<file path="config.mk">
export PLATFORM = sky130hd
export DESIGN_NAME = gpc_top
export DESIGN_NICKNAME = d
export VERILOG_FILES = /design/src/gpc_pkg.sv /design/src/gpc_pin_cell.sv /design/src/gpc_reset_cmd.sv /design/src/gpc_top.sv
export SDC_FILE = /design/constraint.sdc
export NUM_CORES = 1
export LEC_CHECK = 0
export BUFFER_PORTS_ARGS = -buffer_cell sky130_fd_sc_hd__buf_2
export CAP_MARGIN = 20
export CORE_UTILIZATION = 45
export DETAILED_ROUTE_END_ITERATION = 10
export PLACE_DENSITY = 0.68
export SETUP_SLACK_MARGIN = 0.3
export SYNTH_ARGS = -nofsm -noshare
export SYNTH_HDL_FRONTEND = slang
export SYNTH_SLANG_ARGS = --single-unit
</file>
<file path="constraint.sdc">
create_clock -name i_mclk -period 1.9 [get_ports i_mclk]
set_input_delay 0.57 -clock i_mclk [delete_from_list [all_inputs] [get_ports i_mclk]]
set_output_delay 0.57 -clock i_mclk [all_outputs]
set_load 0.02 [all_outputs]
</file>
<file path="src/gpc_pkg.sv">
// Shared constants and types for the general pin configuration block
package gpc_pkg;

    // ==========================================================
    // APB register map (byte addresses)
    localparam logic [7:0] ADDR_LIVE_BASE = 8'h00;
    localparam logic [7:0] ADDR_NV_BASE = 8'h10;
    localparam logic [7:0] ADDR_STATUS = 8'h20;
    localparam logic [7:0] ADDR_EDGE_CFG = 8'h24;
    localparam int NUM_PINS = 4;

    // ==========================================================
    // Pin settings byte layout
    localparam int FLD_OUT_VAL = 4;
    localparam int FLD_DIR = 3;
    localparam int FLD_FUNC_LSB = 0;
    localparam int FLD_FUNC_W = 3;
    localparam logic [7:0] SETTINGS_RESET = 8'h08;
    localparam logic DIR_INPUT = 1'b1;

    // ==========================================================
    // Function codes
    localparam logic [2:0] FUNC_GPIO = 3'h0;
    localparam logic [2:0] P0_SUSPEND = 3'h1;
    localparam logic [2:0] P0_RX_LED = 3'h2;
    localparam logic [2:0] P1_CLK_OUT = 3'h1;
    localparam logic [2:0] P1_ANALOG_INPUT_1 = 3'h2;
    localparam logic [2:0] P1_TX_LED = 3'h3;
    localparam logic [2:0] P1_EDGE = 3'h4;
    localparam logic [2:0] P2_USB_CFG = 3'h1;
    localparam logic [2:0] P2_ANALOG_INPUT_2 = 3'h2;
    localparam logic [2:0] P2_ANALOG_OUTPUT_1 = 3'h3;
    localparam logic [2:0] P3_I2C_LED = 3'h1;
    localparam logic [2:0] P3_ANALOG_INPUT_3 = 3'h2;
    localparam logic [2:0] P3_ANALOG_OUTPUT_2 = 3'h3;

    // ==========================================================
    // Status and edge configuration fields
    localparam int ST_PIN_LSB = 0;
    localparam int ST_EDGE_FLAG = 4;
    localparam int ST_DETACHING = 5;
    localparam int EDGE_POS = 0;
    localparam int EDGE_NEG = 1;
    localparam logic [1:0] EDGE_CFG_RESET = 2'h0;

    // ==========================================================
    // Reset command report
    localparam int REPORT_LEN = 64;
    localparam logic [7:0] CMD_RESET_CHIP = 8'h70;
    localparam logic [7:0] KEY_BYTE_1 = 8'hab;
    localparam logic [7:0] KEY_BYTE_2 = 8'hcd;
    localparam logic [7:0] KEY_BYTE_3 = 8'hef;
    localparam logic [7:0] PAD_BYTE = 8'h00;

    // ==========================================================
    // Timing
    localparam int CLK_PERIOD_NS = 10;
    localparam int DETACH_NS = 10000;
    localparam int DETACH_CYC = (DETACH_NS + CLK_PERIOD_NS - 1) / CLK_PERIOD_NS;

    typedef enum logic {ST_RUN, ST_DETACH} gpc_restart_t;

endpackage : gpc_pkg

</file>
<file path="src/gpc_pin_cell.sv">
// One general pin: function select, GPIO direction and output value
`timescale 1ns/10ps
module gpc_pin_cell (
    input wire logic i_mclk,
    input wire logic i_rstn,
    input wire logic i_ce,
    input wire logic [7:0] i_settings,
    input wire logic [7:0] i_alt_out,
    input wire logic [7:0] i_alt_oe,
    input wire logic i_pin_in,
    output logic o_pin_out,
    output logic o_pin_oe,
    output logic o_pin_sync
);

    logic [2:0] func;
    logic sync1_q;
    logic sync2_q;
    logic out_q;
    logic oe_q;

    assign func = i_settings[gpc_pkg::FLD_FUNC_LSB +: gpc_pkg::FLD_FUNC_W];

    // ==========================================================
    // Input synchroniser
    always_ff @(posedge i_mclk or negedge i_rstn)
    begin
        if (!i_rstn)
        begin
            sync1_q <= 1'b0;
            sync2_q <= 1'b0;
        end
        else if (i_ce)
        begin
            sync1_q <= i_pin_in;
            sync2_q <= sync1_q;
        end
    end

    // ==========================================================
    // Output driver; upper settings bits are not looked at
    always_ff @(posedge i_mclk or negedge i_rstn)
    begin
        if (!i_rstn)
        begin
            out_q <= 1'b0;
            oe_q <= 1'b0;
        end
        else if (i_ce)
        begin
            if (func == gpc_pkg::FUNC_GPIO)
            begin
                out_q <= i_settings[gpc_pkg::FLD_OUT_VAL];
                oe_q <= i_settings[gpc_pkg::FLD_DIR] != gpc_pkg::DIR_INPUT;
            end
            else
            begin
                out_q <= i_alt_out[func];
                oe_q <= i_alt_oe[func];
            end
        end
    end

    assign o_pin_out = out_q;
    assign o_pin_oe = oe_q;
    assign o_pin_sync = sync2_q;

    // ==========================================================
    // Checks
    a_gpio_out_drive: assert property (@(posedge i_mclk) disable iff (!i_rstn)
        (i_ce && func == gpc_pkg::FUNC_GPIO && !i_settings[gpc_pkg::FLD_DIR])
        |=> (o_pin_oe && o_pin_out == $past(i_settings[gpc_pkg::FLD_OUT_VAL])))
        else $error("GPIO output not driven from value bit");
    a_gpio_in_release: assert property (@(posedge i_mclk) disable iff (!i_rstn)
        (i_ce && func == gpc_pkg::FUNC_GPIO && i_settings[gpc_pkg::FLD_DIR]) |=> !o_pin_oe)
        else $error("GPIO input still driven");

endmodule : gpc_pin_cell

</file>
<file path="src/gpc_reset_cmd.sv">
// Detects the chip reset command in a stream of report bytes
`timescale 1ns/10ps
module gpc_reset_cmd (
    input wire logic i_mclk,
    input wire logic i_rstn,
    input wire logic i_ce,
    input wire logic i_valid,
    input wire logic [7:0] i_byte,
    input wire logic i_last,
    input wire logic i_block,
    output logic o_reset_cmd,
    output logic o_rsp_req
);

    logic [5:0] idx_q;
    logic match_q;
    logic over_q;
    logic full_match;
    logic reset_q;
    logic rsp_q;

    // Expected content of a reset report at each byte position
    function automatic logic [7:0] expected_byte(input logic [5:0] idx);
        case (idx)
            6'h00: expected_byte = gpc_pkg::CMD_RESET_CHIP;
            6'h01: expected_byte = gpc_pkg::KEY_BYTE_1;
            6'h02: expected_byte = gpc_pkg::KEY_BYTE_2;
            6'h03: expected_byte = gpc_pkg::KEY_BYTE_3;
            default: expected_byte = gpc_pkg::PAD_BYTE;
        endcase
    endfunction : expected_byte

    // Every byte must match and the report must be exactly full length
    assign full_match = match_q && !over_q && (i_byte == expected_byte(idx_q))
        && (idx_q == 6'(gpc_pkg::REPORT_LEN - 1));

    // ==========================================================
    // Byte position and running comparison
    always_ff @(posedge i_mclk or negedge i_rstn)
    begin
        if (!i_rstn)
        begin
            idx_q <= 6'h00;
            match_q <= 1'b1;
            over_q <= 1'b0;
        end
        else if (i_ce && i_valid)
        begin
            if (i_last)
            begin
                idx_q <= 6'h00;
                match_q <= 1'b1;
                over_q <= 1'b0;
            end
            else
            begin
                match_q <= match_q && (i_byte == expected_byte(idx_q));
                if (idx_q == 6'(gpc_pkg::REPORT_LEN - 1))
                    over_q <= 1'b1;
                else
                    idx_q <= idx_q + 6'h01;
            end
        end
    end

    // ==========================================================
    // Outcome: reset, or a response for any other report; neither while i_block is high
    always_ff @(posedge i_mclk or negedge i_rstn)
    begin
        if (!i_rstn)
        begin
            reset_q <= 1'b0;
            rsp_q <= 1'b0;
        end
        else if (i_ce)
        begin
            reset_q <= i_valid && i_last && full_match && !i_block;
            rsp_q <= i_valid && i_last && !full_match && !i_block;
        end
    end

    assign o_reset_cmd = reset_q;
    assign o_rsp_req = rsp_q;

    // ==========================================================
    // Checks
    a_no_reset_reply: assert property (@(posedge i_mclk) disable iff (!i_rstn)
        o_reset_cmd |-> !o_rsp_req)
        else $error("Response requested for reset command");
    a_pad_nonzero: assert property (@(posedge i_mclk) disable iff (!i_rstn)
        (i_ce && i_valid && i_last && i_byte != gpc_pkg::PAD_BYTE) |=> !o_reset_cmd)
        else $error("Reset taken with nonzero final byte");
    a_short_report: assert property (@(posedge i_mclk) disable iff (!i_rstn)
        (i_ce && i_valid && i_last && idx_q != 6'h3f) |=> !o_reset_cmd)
        else $error("Reset taken from a short report");
    c_reset_seen: cover property (@(posedge i_mclk) disable iff (!i_rstn) o_reset_cmd);

endmodule : gpc_reset_cmd

</file>
<file path="src/gpc_top.sv">
// General pin function configuration with chip reset command and APB registers
`timescale 1ns/10ps
module gpc_top (
    input wire logic i_mclk,
    input wire logic i_rstn,
    input wire logic i_ce,
    input wire logic i_psel,
    input wire logic i_penable,
    input wire logic i_pwrite,
    input wire logic [7:0] i_paddr,
    input wire logic [31:0] i_pwdata,
    output logic [31:0] o_prdata,
    output logic o_pready,
    output logic o_pslverr,
    input wire logic i_rpt_valid,
    input wire logic [7:0] i_rpt_byte,
    input wire logic i_rpt_last,
    output logic o_rsp_req,
    output logic o_usb_detach,
    input wire logic i_suspend_indicator,
    input wire logic i_usb_configured_flag,
    input wire logic i_rx_activity_led,
    input wire logic i_tx_activity_led,
    input wire logic i_i2c_activity_led,
    input wire logic i_clk_ref,
    input wire logic [3:0] i_general_pin_in,
    output logic [3:0] o_general_pin_out,
    output logic [3:0] o_general_pin_oe,
    output logic [2:0] o_analog_input_sel,
    output logic [1:0] o_analog_output_sel,
    output logic o_edge_event
);

    localparam int NP = gpc_pkg::NUM_PINS;

    logic [7:0] set_q [NP];
    logic [7:0] nv_q [NP];
    logic [7:0] alt_out [NP];
    logic [7:0] alt_oe [NP];
    logic [2:0] func [NP];
    logic [NP-1:0] pin_sync;
    logic [1:0] edge_cfg_q;
    logic edge_flag_q;
    logic edge_prev_q;
    logic edge_hit;
    logic edge_q;
    logic [2:0] ain_q;
    logic [1:0] aout_q;
    logic [31:0] prdata_q;
    logic cmd_reset;
    logic [9:0] det_cnt_q;
    gpc_pkg::gpc_restart_t state_q;
    logic wr_en;
    logic rd_setup;

    // ==========================================================
    // Address decode helpers
    function automatic logic in_bank(input logic [7:0] a, input logic [7:0] base);
        in_bank = (a[7:4] == base[7:4]) && (a[1:0] == 2'h0);
    endfunction : in_bank

    function automatic logic mapped(input logic [7:0] a);
        mapped = in_bank(a, gpc_pkg::ADDR_LIVE_BASE) || in_bank(a, gpc_pkg::ADDR_NV_BASE)
            || (a == gpc_pkg::ADDR_STATUS) || (a == gpc_pkg::ADDR_EDGE_CFG);
    endfunction : mapped

    assign wr_en = i_psel && i_penable && i_pwrite && mapped(i_paddr);
    assign rd_setup = i_psel && !i_penable;
    assign o_pready = 1'b1;
    assign o_pslverr = i_psel && i_penable && !mapped(i_paddr);
    assign o_prdata = prdata_q;

    // ==========================================================
    // Live and stored pin settings
    always_ff @(posedge i_mclk or negedge i_rstn)
    begin
        if (!i_rstn)
        begin
            for (int i = 0; i < NP; i++)
            begin
                set_q[i] <= gpc_pkg::SETTINGS_RESET;
                nv_q[i] <= gpc_pkg::SETTINGS_RESET;
            end
        end
        else if (i_ce)
        begin
            if (cmd_reset && state_q == gpc_pkg::ST_RUN)
            begin
                for (int i = 0; i < NP; i++)
                    set_q[i] <= nv_q[i];
            end
            else if (wr_en && in_bank(i_paddr, gpc_pkg::ADDR_LIVE_BASE))
                set_q[i_paddr[3:2]] <= i_pwdata[7:0];
            if (wr_en && in_bank(i_paddr, gpc_pkg::ADDR_NV_BASE))
                nv_q[i_paddr[3:2]] <= i_pwdata[7:0];
        end
    end

    // ==========================================================
    // Edge detection configuration
    always_ff @(posedge i_mclk or negedge i_rstn)
    begin
        if (!i_rstn)
            edge_cfg_q <= gpc_pkg::EDGE_CFG_RESET;
        else if (i_ce && wr_en && i_paddr == gpc_pkg::ADDR_EDGE_CFG)
            edge_cfg_q <= i_pwdata[1:0];
    end

    // ==========================================================
    // Read data, captured in the setup cycle
    always_ff @(posedge i_mclk or negedge i_rstn)
    begin
        if (!i_rstn)
            prdata_q <= 32'h0000_0000;
        else if (i_ce && rd_setup)
        begin
            prdata_q <= 32'h0000_0000;
            if (in_bank(i_paddr, gpc_pkg::ADDR_LIVE_BASE))
                prdata_q[7:0] <= set_q[i_paddr[3:2]];
            else if (in_bank(i_paddr, gpc_pkg::ADDR_NV_BASE))
                prdata_q[7:0] <= nv_q[i_paddr[3:2]];
            else if (i_paddr == gpc_pkg::ADDR_STATUS)
            begin
                prdata_q[gpc_pkg::ST_PIN_LSB +: NP] <= pin_sync;
                prdata_q[gpc_pkg::ST_EDGE_FLAG] <= edge_flag_q;
                prdata_q[gpc_pkg::ST_DETACHING] <= state_q == gpc_pkg::ST_DETACH;
            end
            else if (i_paddr == gpc_pkg::ADDR_EDGE_CFG)
                prdata_q[1:0] <= edge_cfg_q;
        end
    end

    // ==========================================================
    // Function tables per pin; undefined codes release the pin
    always_comb
    begin
        for (int i = 0; i < NP; i++)
        begin
            alt_out[i] = 8'h00;
            alt_oe[i] = 8'h00;
            func[i] = set_q[i][gpc_pkg::FLD_FUNC_LSB +: gpc_pkg::FLD_FUNC_W];
        end
        alt_out[0][gpc_pkg::P0_SUSPEND] = i_suspend_indicator;
        alt_oe[0][gpc_pkg::P0_SUSPEND] = 1'b1;
        alt_out[0][gpc_pkg::P0_RX_LED] = i_rx_activity_led;
        alt_oe[0][gpc_pkg::P0_RX_LED] = 1'b1;
        alt_out[1][gpc_pkg::P1_CLK_OUT] = i_clk_ref;
        alt_oe[1][gpc_pkg::P1_CLK_OUT] = 1'b1;
        alt_out[1][gpc_pkg::P1_TX_LED] = i_tx_activity_led;
        alt_oe[1][gpc_pkg::P1_TX_LED] = 1'b1;
        alt_out[2][gpc_pkg::P2_USB_CFG] = i_usb_configured_flag;
        alt_oe[2][gpc_pkg::P2_USB_CFG] = 1'b1;
        alt_out[3][gpc_pkg::P3_I2C_LED] = i_i2c_activity_led;
        alt_oe[3][gpc_pkg::P3_I2C_LED] = 1'b1;
    end

    // ==========================================================
    // Pin cells
    for (genvar g = 0; g < NP; g++)
    begin : g_pin
        gpc_pin_cell u_cell (
            .i_mclk(i_mclk),
            .i_rstn(i_rstn),
            .i_ce(i_ce),
            .i_settings(set_q[g]),
            .i_alt_out(alt_out[g]),
            .i_alt_oe(alt_oe[g]),
            .i_pin_in(i_general_pin_in[g]),
            .o_pin_out(o_general_pin_out[g]),
            .o_pin_oe(o_general_pin_oe[g]),
            .o_pin_sync(pin_sync[g])
        );
    end

    // ==========================================================
    // Analog routing selects (pins released while analog)
    always_ff @(posedge i_mclk or negedge i_rstn)
    begin
        if (!i_rstn)
        begin
            ain_q <= 3'h0;
            aout_q <= 2'h0;
        end
        else if (i_ce)
        begin
            ain_q <= {func[3] == gpc_pkg::P3_ANALOG_INPUT_3, func[2] == gpc_pkg::P2_ANALOG_INPUT_2,
                func[1] == gpc_pkg::P1_ANALOG_INPUT_1};
            aout_q <= {func[3] == gpc_pkg::P3_ANALOG_OUTPUT_2, func[2] == gpc_pkg::P2_ANALOG_OUTPUT_1};
        end
    end

    assign o_analog_input_sel = ain_q;
    assign o_analog_output_sel = aout_q;

    // ==========================================================
    // Edge detection on pin 1; flag set wins over clear
    assign edge_hit = (func[1] == gpc_pkg::P1_EDGE) &&
        ((edge_cfg_q[gpc_pkg::EDGE_POS] && pin_sync[1] && !edge_prev_q)
        || (edge_cfg_q[gpc_pkg::EDGE_NEG] && !pin_sync[1] && edge_prev_q));

    always_ff @(posedge i_mclk or negedge i_rstn)
    begin
        if (!i_rstn)
        begin
            edge_prev_q <= 1'b0;
            edge_q <= 1'b0;
            edge_flag_q <= 1'b0;
        end
        else if (i_ce)
        begin
            edge_prev_q <= pin_sync[1];
            edge_q <= edge_hit;
            if (edge_hit)
                edge_flag_q <= 1'b1;
            else if (wr_en && i_paddr == gpc_pkg::ADDR_STATUS
                && i_pwdata[gpc_pkg::ST_EDGE_FLAG])
                edge_flag_q <= 1'b0;
        end
    end

    assign o_edge_event = edge_q;

    // ==========================================================
    // Reset command detection
    gpc_reset_cmd u_cmd (
        .i_mclk(i_mclk),
        .i_rstn(i_rstn),
        .i_ce(i_ce),
        .i_valid(i_rpt_valid),
        .i_byte(i_rpt_byte),
        .i_last(i_rpt_last),
        .i_block(state_q == gpc_pkg::ST_DETACH),
        .o_reset_cmd(cmd_reset),
        .o_rsp_req(o_rsp_req)
    );

    // ==========================================================
    // Restart: detach from USB so the host enumerates again
    always_ff @(posedge i_mclk or negedge i_rstn)
    begin
        if (!i_rstn)
        begin
            state_q <= gpc_pkg::ST_RUN;
            det_cnt_q <= 10'h000;
        end
        else if (i_ce)
        begin
            case (state_q)
                gpc_pkg::ST_RUN:
                begin
                    if (cmd_reset)
                    begin
                        state_q <= gpc_pkg::ST_DETACH;
                        det_cnt_q <= 10'(gpc_pkg::DETACH_CYC - 1);
                    end
                end
                gpc_pkg::ST_DETACH:
                begin
                    if (det_cnt_q == 10'h000)
                        state_q <= gpc_pkg::ST_RUN;
                    else
                        det_cnt_q <= det_cnt_q - 10'h001;
                end
                default: state_q <= gpc_pkg::ST_RUN;
            endcase
        end
    end

    assign o_usb_detach = state_q == gpc_pkg::ST_DETACH;

    // ==========================================================
    // Checks
    a_restart_detach: assert property (@(posedge i_mclk) disable iff (!i_rstn)
        (i_ce && cmd_reset && state_q == gpc_pkg::ST_RUN) |=> o_usb_detach[*8])
        else $error("Detach not held after reset command");
    a_reload_stored: assert property (@(posedge i_mclk) disable iff (!i_rstn)
        (i_ce && cmd_reset && state_q == gpc_pkg::ST_RUN)
        |=> (set_q[0] == $past(nv_q[0]) && set_q[3] == $past(nv_q[3])))
        else $error("Stored settings not loaded on restart");
    a_p0_undef_free: assert property (@(posedge i_mclk) disable iff (!i_rstn)
        (i_ce && func[0] > gpc_pkg::P0_RX_LED) |=> !o_general_pin_oe[0])
        else $error("Pin 0 driven with undefined code");
    a_p1_clock_out: assert property (@(posedge i_mclk) disable iff (!i_rstn)
        (i_ce && func[1] == gpc_pkg::P1_CLK_OUT)
        |=> (o_general_pin_oe[1] && o_general_pin_out[1] == $past(i_clk_ref)))
        else $error("Clock not routed to pin 1");
    a_apb_unmapped: assert property (@(posedge i_mclk) disable iff (!i_rstn)
        (i_ce && $past(i_ce) && i_psel && i_penable && !mapped(i_paddr))
        |-> (o_pslverr && o_prdata == 32'h0000_0000))
        else $error("Unmapped access not flagged or read data not zero");
    c_detach_done: cover property (@(posedge i_mclk) disable iff (!i_rstn)
        $fell(o_usb_detach));
    c_edge_seen: cover property (@(posedge i_mclk) disable iff (!i_rstn) o_edge_event);
    c_gpio_drive: cover property (@(posedge i_mclk) disable iff (!i_rstn)
        o_general_pin_oe[2] && func[2] == gpc_pkg::FUNC_GPIO);

endmodule : gpc_top

</file>
==> results of run 1 <==
[timing repair]
action / in CTS / in global routing
gates resized for setup: 53 / 47
endpoints found under the setup margin: 84 / 88
setup buffers: 12 / 6
cloned: 0 / 2
pin swaps: 27 / 23
[routing by layer]
layer  share of wire [%]  track usage (%)  vias up
met1                  42            29.76     2552
met3                 4.1            5.377       25
met4                 1.9            9.259        0
met2                  52            40.63      139
met5                   0                0        -
li1                    -                -     2286
[power groups by stage]
stage	Combinational, uW	Sequential, uW	Clock [uW]
6_report	802	2650	3370
5_1_grt	874	2650	3530
4_1_cts	754	2640	3420
3_5_place_dp	691	2690	0
3_3_place_gp	665	2680	0
2_1_floorplan	411	2680	0
[synthesized netlist by cell type, types with 5 or more instances]
master,count
nand2_1,53
buf_2,7
o31ai_1,5
o2bb2ai_1,8
nor2b_1,13
inv_1,40
o21ai_0,19
mux4_2,16
dfrtp_1,110
dfstp_2,9
xnor2_1,5
buf_4,34
clkbuf_1,10
a21oi_1,47
mux2_2,44
nor2_1,19
or3_1,5
xor2_1,6
ha_1,6
nand4_1,5
mux2i_1,42
nor3_1,9
[final cells by class]
| type | count | share of cell area [%] |
|---|---|---|
| tap | 176 | 2.534 |
| inverter | 41 | 1.771 |
| multi-input combinational | 385 | 39.97 |
| clock buffer | 23 | 5.384 |
| sequential | 119 | 34.41 |
| clock inverter | 9 | 1.713 |
| timing repair buffer | 155 | 14.22 |
[kinds of logic (layout without fill, tap and decap cells)]
group | after synthesis | after routing | share of synthesized area (%)
other cells | 2 | 25 | 0.1186
mux | 102 | 102 | 20.16
flops | 119 | 119 | 47.22
simple gates | 134 | 134 | 10.75
fa+ha+maj | 6 | 6 | 1.186
xor+xnor | 11 | 11 | 1.522
buf+inv | 95 | 228 | 7.788
compound gates | 107 | 107 | 11.25
[worst min-delay path by stage]
stage	startpoint	end	cells past startpoint
6_report	i_rstn	det_cnt_q[2]$_DFFE_PN0P_	1
5_1_grt	i_rstn	det_cnt_q[2]$_DFFE_PN0P_	1
4_1_cts	i_rstn	det_cnt_q[9]$_DFFE_PN0P_	1
3_5_place_dp	g_pin[0].u_cell.o_pin_oe$_DFFE_PN0P_	g_pin[0].u_cell.o_pin_oe$_DFFE_PN0P_	1
3_3_place_gp	o_prdata[7]$_DFFE_PN0P_	o_prdata[7]$_DFFE_PN0P_	2
2_1_floorplan	i_rstn	det_cnt_q[0]$_DFFE_PN0P_	0
[state kept, by name, indices dropped and copies added (netlist names), 4 cells and up]
name	flops
det_cnt_q	10
g_pin.u_cell.sync1_q	4
g_pin.u_cell.o_pin_out	4
u_cmd.idx_q	6
func	12
o_prdata	8
set_q	20
g_pin.u_cell.o_pin_oe	4
g_pin.u_cell.o_pin_sync	4
nv_q	32
[metrics by stage]
step / power [uW] / area, um2 / setup WS, ns / TNS, ns
6_report: 6824 / 8691 / -0.3563 / -2.487
5_1_grt: 7057 / 8691 / -0.4825 / -3.695
4_1_cts: 6822 / 8378 / -0.3432 / -1.533
3_5_place_dp: 3376 / 7446 / -0.4234 / -20.48
3_3_place_gp: 3346 / 7446 / -0.3448 / -18.07
2_1_floorplan: 3092 / 6674 / -0.1834 / -5.982
==> metrics, run 1 <==
Cell Int Power=5218 uW; Root Buffer=clkbuf_16; sequential share of power=between 30% and 40%; drt total wl=16930 um; number of global-route vias before repair=5231; Mapped Cells=576; H-tree Lvls=4; startpoint types=register; fin crit period=2.256 ns; sequential cell area=2990 um2; WHS=between 0.04 and 0.05 ns; Starting Density=46.87%; final cell count without fillers=908; die width=120.6 um; CTS sink count=119; Slew @ Worst Pin=0.5617 ns; final setup skew=roughly 0.0073 ns; fin. max-slew vios=0; Layout Nets=791; largest net degree at the start of global routing=45; TritonCTS clock tree=yes; Gate power share=11.7%; Crit path depth=7; Yosys cell types=61; die area=14540 um2; Hold Crit Class=in -> async; switching power=1606 uW; TritonRoute pass-1 iters=4; Hold Buf Count CTS=0; most frequent cells in the layout=109 x dfrtp_1, 62 x buf_4, 59 x buf_2, 49 x nand2_1, 42 x a21oi_1; VDD IR max=about 0.67 mV; relative slew slack=62.41%; flop and latch count out of synthesis=between 100 and 150; Setup crit end=u_cmd.o_rsp_req$_DFFE_PN0P_; Tcrit/Tclk final=118.8%; Seq/Total Area, Yosys=47.22%; Vias=5002; Ys Warns=0; Filler cells=~1000; Placer Congestion=0.8209; FP Rows=42; worst setup margin=-0.3563 ns; Port Buffer Count=66; Leak=0.004400 uW; Crit Path Max Fanout=8; setup repair after global routing missed its margin=true; Worst R2R End=u_cmd.o_rsp_req$_DFFE_PN0P_; R2R setup slack=-0.36 ns; Worst-path clk slew=around 0.05 ns; data arrival time of the worst path=2.54 ns; layout cell share with drive strength beyond 1=42.76%; number of max-cap violations=0; Hold Fails Final Rpt=0; DRT iter0 DRCs=approximately 390; first-pass GRT wire length=26520 um; HPWL Detailed=between 10000 and 15000 um; most common cell after layout, fill and taps aside=dfrtp_1; Clock power frac=around 49%; synthesized area per cell=10.99 um2; failing checks=negative setup slack; # diodes=0; async set-reset flop share out of synthesis=100.0%; crit path max-delay cell type=dfrtp_2; clk_lat worst skew=~0.42 ns; Inserted Clock Buffers=17; share of the synthesized area in the top cell type=43.49%; area leader, netlist=dfrtp_1; final core occ=~64%; core area=13510 um2; Overall Global Routing Usage=23.98%; vias per cell=5.509; fmax=443.2 MHz; CP cell instances=buf_6 -> ha_4 -> or4_4 -> a2111oi_4 -> a221oi_2 -> a311oi_2 -> a21oi_1; CP Launch Point=u_cmd.idx_q[1]$_DFFE_PN0P_; ys flop type=dfrtp_1; worst r2r src=u_cmd.idx_q[1]$_DFFE_PN0P_; Worst Path Buf+Inv=1; top cells by area, synth=dfrtp_1 43%, mux2_2 7.8%, mux2i_1 6.6%; CP max stage delay=0.44 ns; Reg2Reg Depth=7; Finish-stage setup viols=14; grt total ovfl=0; Req. time, crit path=~2.2 ns; family with the most delay on the worst path=compound AO/OA/AOI/OAI gates; footprint of the multi-input gates=about 3500 um2; placed cells=856; Critical Path Sink Type=register; Cell Area, Synth=6330 um2; initial antenna violation count=0; DRC viols=0; Cell Pwr Density=785.2 nW/um2; Routed wire per std cell=around 19 um; DRT antenna net count=0; Switching Share=23.53%; status=finished with violations; CTS max path bufs=2; Die Ht=approximately 120 um; Post-synth EDFFs=0; num ports=approximately 120; area grow syn2layout=37.30%; CP Class=reg -> reg
(Power assumes the default switching activity.)
==> run 2, diff against run 1 <==
- RECOVER_POWER: unset -> 50
==> run 2 against run 1 <==
Against the previous run: the run still ends with negative setup slack left; die area unchanged; count of clock-buffer cells in the layout unchanged; worst hold slack improved by 0.30 ns; combinational power decreased by 2%; first-iteration DRC count decreased by 4.3%; clock power is essentially flat; core utilization down 0.32 points; routed wire length grew 0.29%; clock skew up 0.00099 ns; sequential share of layout area grew 0.17 points.
==> metrics, run 2 (synthesis gave the netlist of run 1 again) <==
status=finished with violations (unchanged); failing checks=negative setup slack (unchanged); Starting Density=46.87% (unchanged); core area=13510 um2 (unchanged); fin. max-slew vios=0 (unchanged); number of global-route vias before repair=5231 (unchanged); max reg flops=32 (unchanged); Filler cells=1022 (was 1012); CP Class=reg -> reg (unchanged); WHS=0.3435 ns (was 0.04208 ns); most frequent cells in the layout=109 x dfrtp_1, 58 x buf_2, 57 x buf_4, 49 x nand2_1, 42 x a21oi_1 (was 109 x dfrtp_1, 62 x buf_4, 59 x buf_2, 49 x nand2_1, 42 x a21oi_1); TritonCTS clock tree=yes (unchanged); Crit Path Max Fanout=8 (unchanged); first-pass GRT wire length=26520 um (unchanged); Routed wire per std cell=18.70 um (was 18.64 um); # diodes=0 (unchanged); dpl ws=-0.4234 ns (unchanged); DRT antenna net count=0 (unchanged); HPWL Detailed=11210 um (unchanged); final setup skew=0.008304 ns (was 0.007317 ns); most common cell after layout, fill and taps aside=dfrtp_1 (unchanged); Slew @ Worst Pin=1.115 ns (was 0.5617 ns); Hold Fails Final Rpt=0 (unchanged); Largest Register=nv_q (unchanged); setup repair after global routing missed its margin=true (unchanged); worst setup margin=-0.3494 ns (was -0.3563 ns); Pwr Total=6816 uW (was 6824 uW); Die Ht=120.6 um (unchanged); Finish-stage setup viols=15 (was 14); startpoint types=register (unchanged); Leak=0.004372 uW (was 0.004400 uW); vias per cell=5.573 (was 5.509); largest net degree at the start of global routing=45 (unchanged); fmax=444.6 MHz (was 443.2 MHz); DRC viols=0 (unchanged); Inserted Clock Buffers=17 (unchanged); data arrival time of the worst path=2.54 ns (about the same); Port Buffer Count=66 (unchanged); Reg2Reg Depth=7 (unchanged); number of max-cap violations=0 (unchanged); initial antenna violation count=0 (unchanged); sequential cell area=2990 um2 (unchanged); Root Buffer=clkbuf_16 (unchanged); die area=14540 um2 (unchanged); footprint of the multi-input gates=3473 um2 (unchanged); Req. time, crit path=2.19 ns (about the same); Layout Nets=791 (unchanged); TritonRoute pass-1 iters=6 (was 4); Hold Buf Count CTS=0 (unchanged); VDD IR max=0.6753 mV (was 0.6686 mV); final core occ=64.03% (was 64.35%); relative slew slack=25.67% (was 62.41%); DRT iter0 DRCs=377 (was 394); Tcrit/Tclk final=118.4% (was 118.8%); Overall Global Routing Usage=23.98% (unchanged); fin crit period=2.249 ns (was 2.256 ns); FP Rows=42 (unchanged); clk_lat worst skew=0.42 ns (about the same); Worst-path clk slew=0.05 ns (about the same); num ports=116 (unchanged); layout cell share with drive strength beyond 1=42.08% (was 42.76%); Hold Crit Class=in -> async (unchanged); area grow syn2layout=36.61% (was 37.30%); H-tree Lvls=4 (unchanged); Critical Path Sink Type=register (unchanged); CTS sink count=119 (unchanged); grt total ovfl=0 (unchanged); Cell Pwr Density=788.2 nW/um2 (was 785.2 nW/um2); Vias=5060 (was 5002); drt total wl=16980 um (was 16930 um); CTS max path bufs=2 (unchanged); Placer Congestion=0.8209 (unchanged); die width=120.6 um (unchanged)
==> run 2: timing repair <==
item	4_1_cts	5_1_grt
setup endpoints to repair	84	88
resized for setup	53	47
setup buffers	12	6
gates cloned	0	2
hold endpoints to repair	0	0
pin swaps	27	23
==> run 2: worst max-delay path, cell delays in order, from the launching register on <==
cell and delay (ns):
dfrtp_2 0.44, buf_6 0.13, ha_4 0.18, or4_4 0.44, a2111oi_4 0.33, a221oi_2 0.08, a311oi_2 0.38, a21oi_1 0.13
==> run 2: routing by layer <==
metal	track usage [%]	part of all wire, %	up-vias
met5	0	0	-
met4	9.259	2.3	0
met3	5.377	3.6	34
met2	40.63	52	140
met1	29.76	42	2597
li1	-	-	2289
==> run 2: cell type report <==
cell class | count | share of cell area [%]
multi-input cells | 385 | 40.17
flip-flops and latches | 119 | 34.58
repair buffers | 155 | 13.79
clock buffers | 23 | 5.412
well taps | 176 | 2.547
inverters | 41 | 1.780
clock inverters | 9 | 1.722
==> run 2: final timing paths <==
kind | startpoint | to | slack, ns
setup reg to reg | u_cmd.idx_q[1]$_DFFE_PN0P_ | u_cmd.o_rsp_req$_DFFE_PN0P_ | -0.35
max in group asynchronous | i_rstn | o_analog_input_sel[2]$_DFFE_PN0P_ | 0.26
setup / recovery | u_cmd.idx_q[1]$_DFFE_PN0P_ | u_cmd.o_rsp_req$_DFFE_PN0P_ | -0.35
min in group i_mclk | i_general_pin_in[2] | g_pin[2].u_cell.sync1_q$_DFFE_PN0P_ | 0.39
hold reg to reg | o_prdata[6]$_DFFE_PN0P_ | o_prdata[6]$_DFFE_PN0P_ | 0.49
hold / removal | i_rstn | det_cnt_q[9]$_DFFE_PN0P_ | 0.34
==> run 2: stage by stage <==
| step | TNS [ns] | cells | area, um2 |
|---|---|---|---|
| final | -2.525 | 908 | 8647 |
| after global routing | -5.299 | 908 | 8647 |
| after CTS | -1.533 | 900 | 8378 |
| after detailed placement | -20.48 | 856 | 7446 |
| after global placement | -18.07 | 856 | 7446 |
| after floorplan | -5.982 | 599 | 6674 |
==> run 2: power breakdown <==
part	internal, uW	switching (uW)	total [uW]
combinational	353	436	789
sequential	2600	47.6	2650
clock	2250	1130	3380
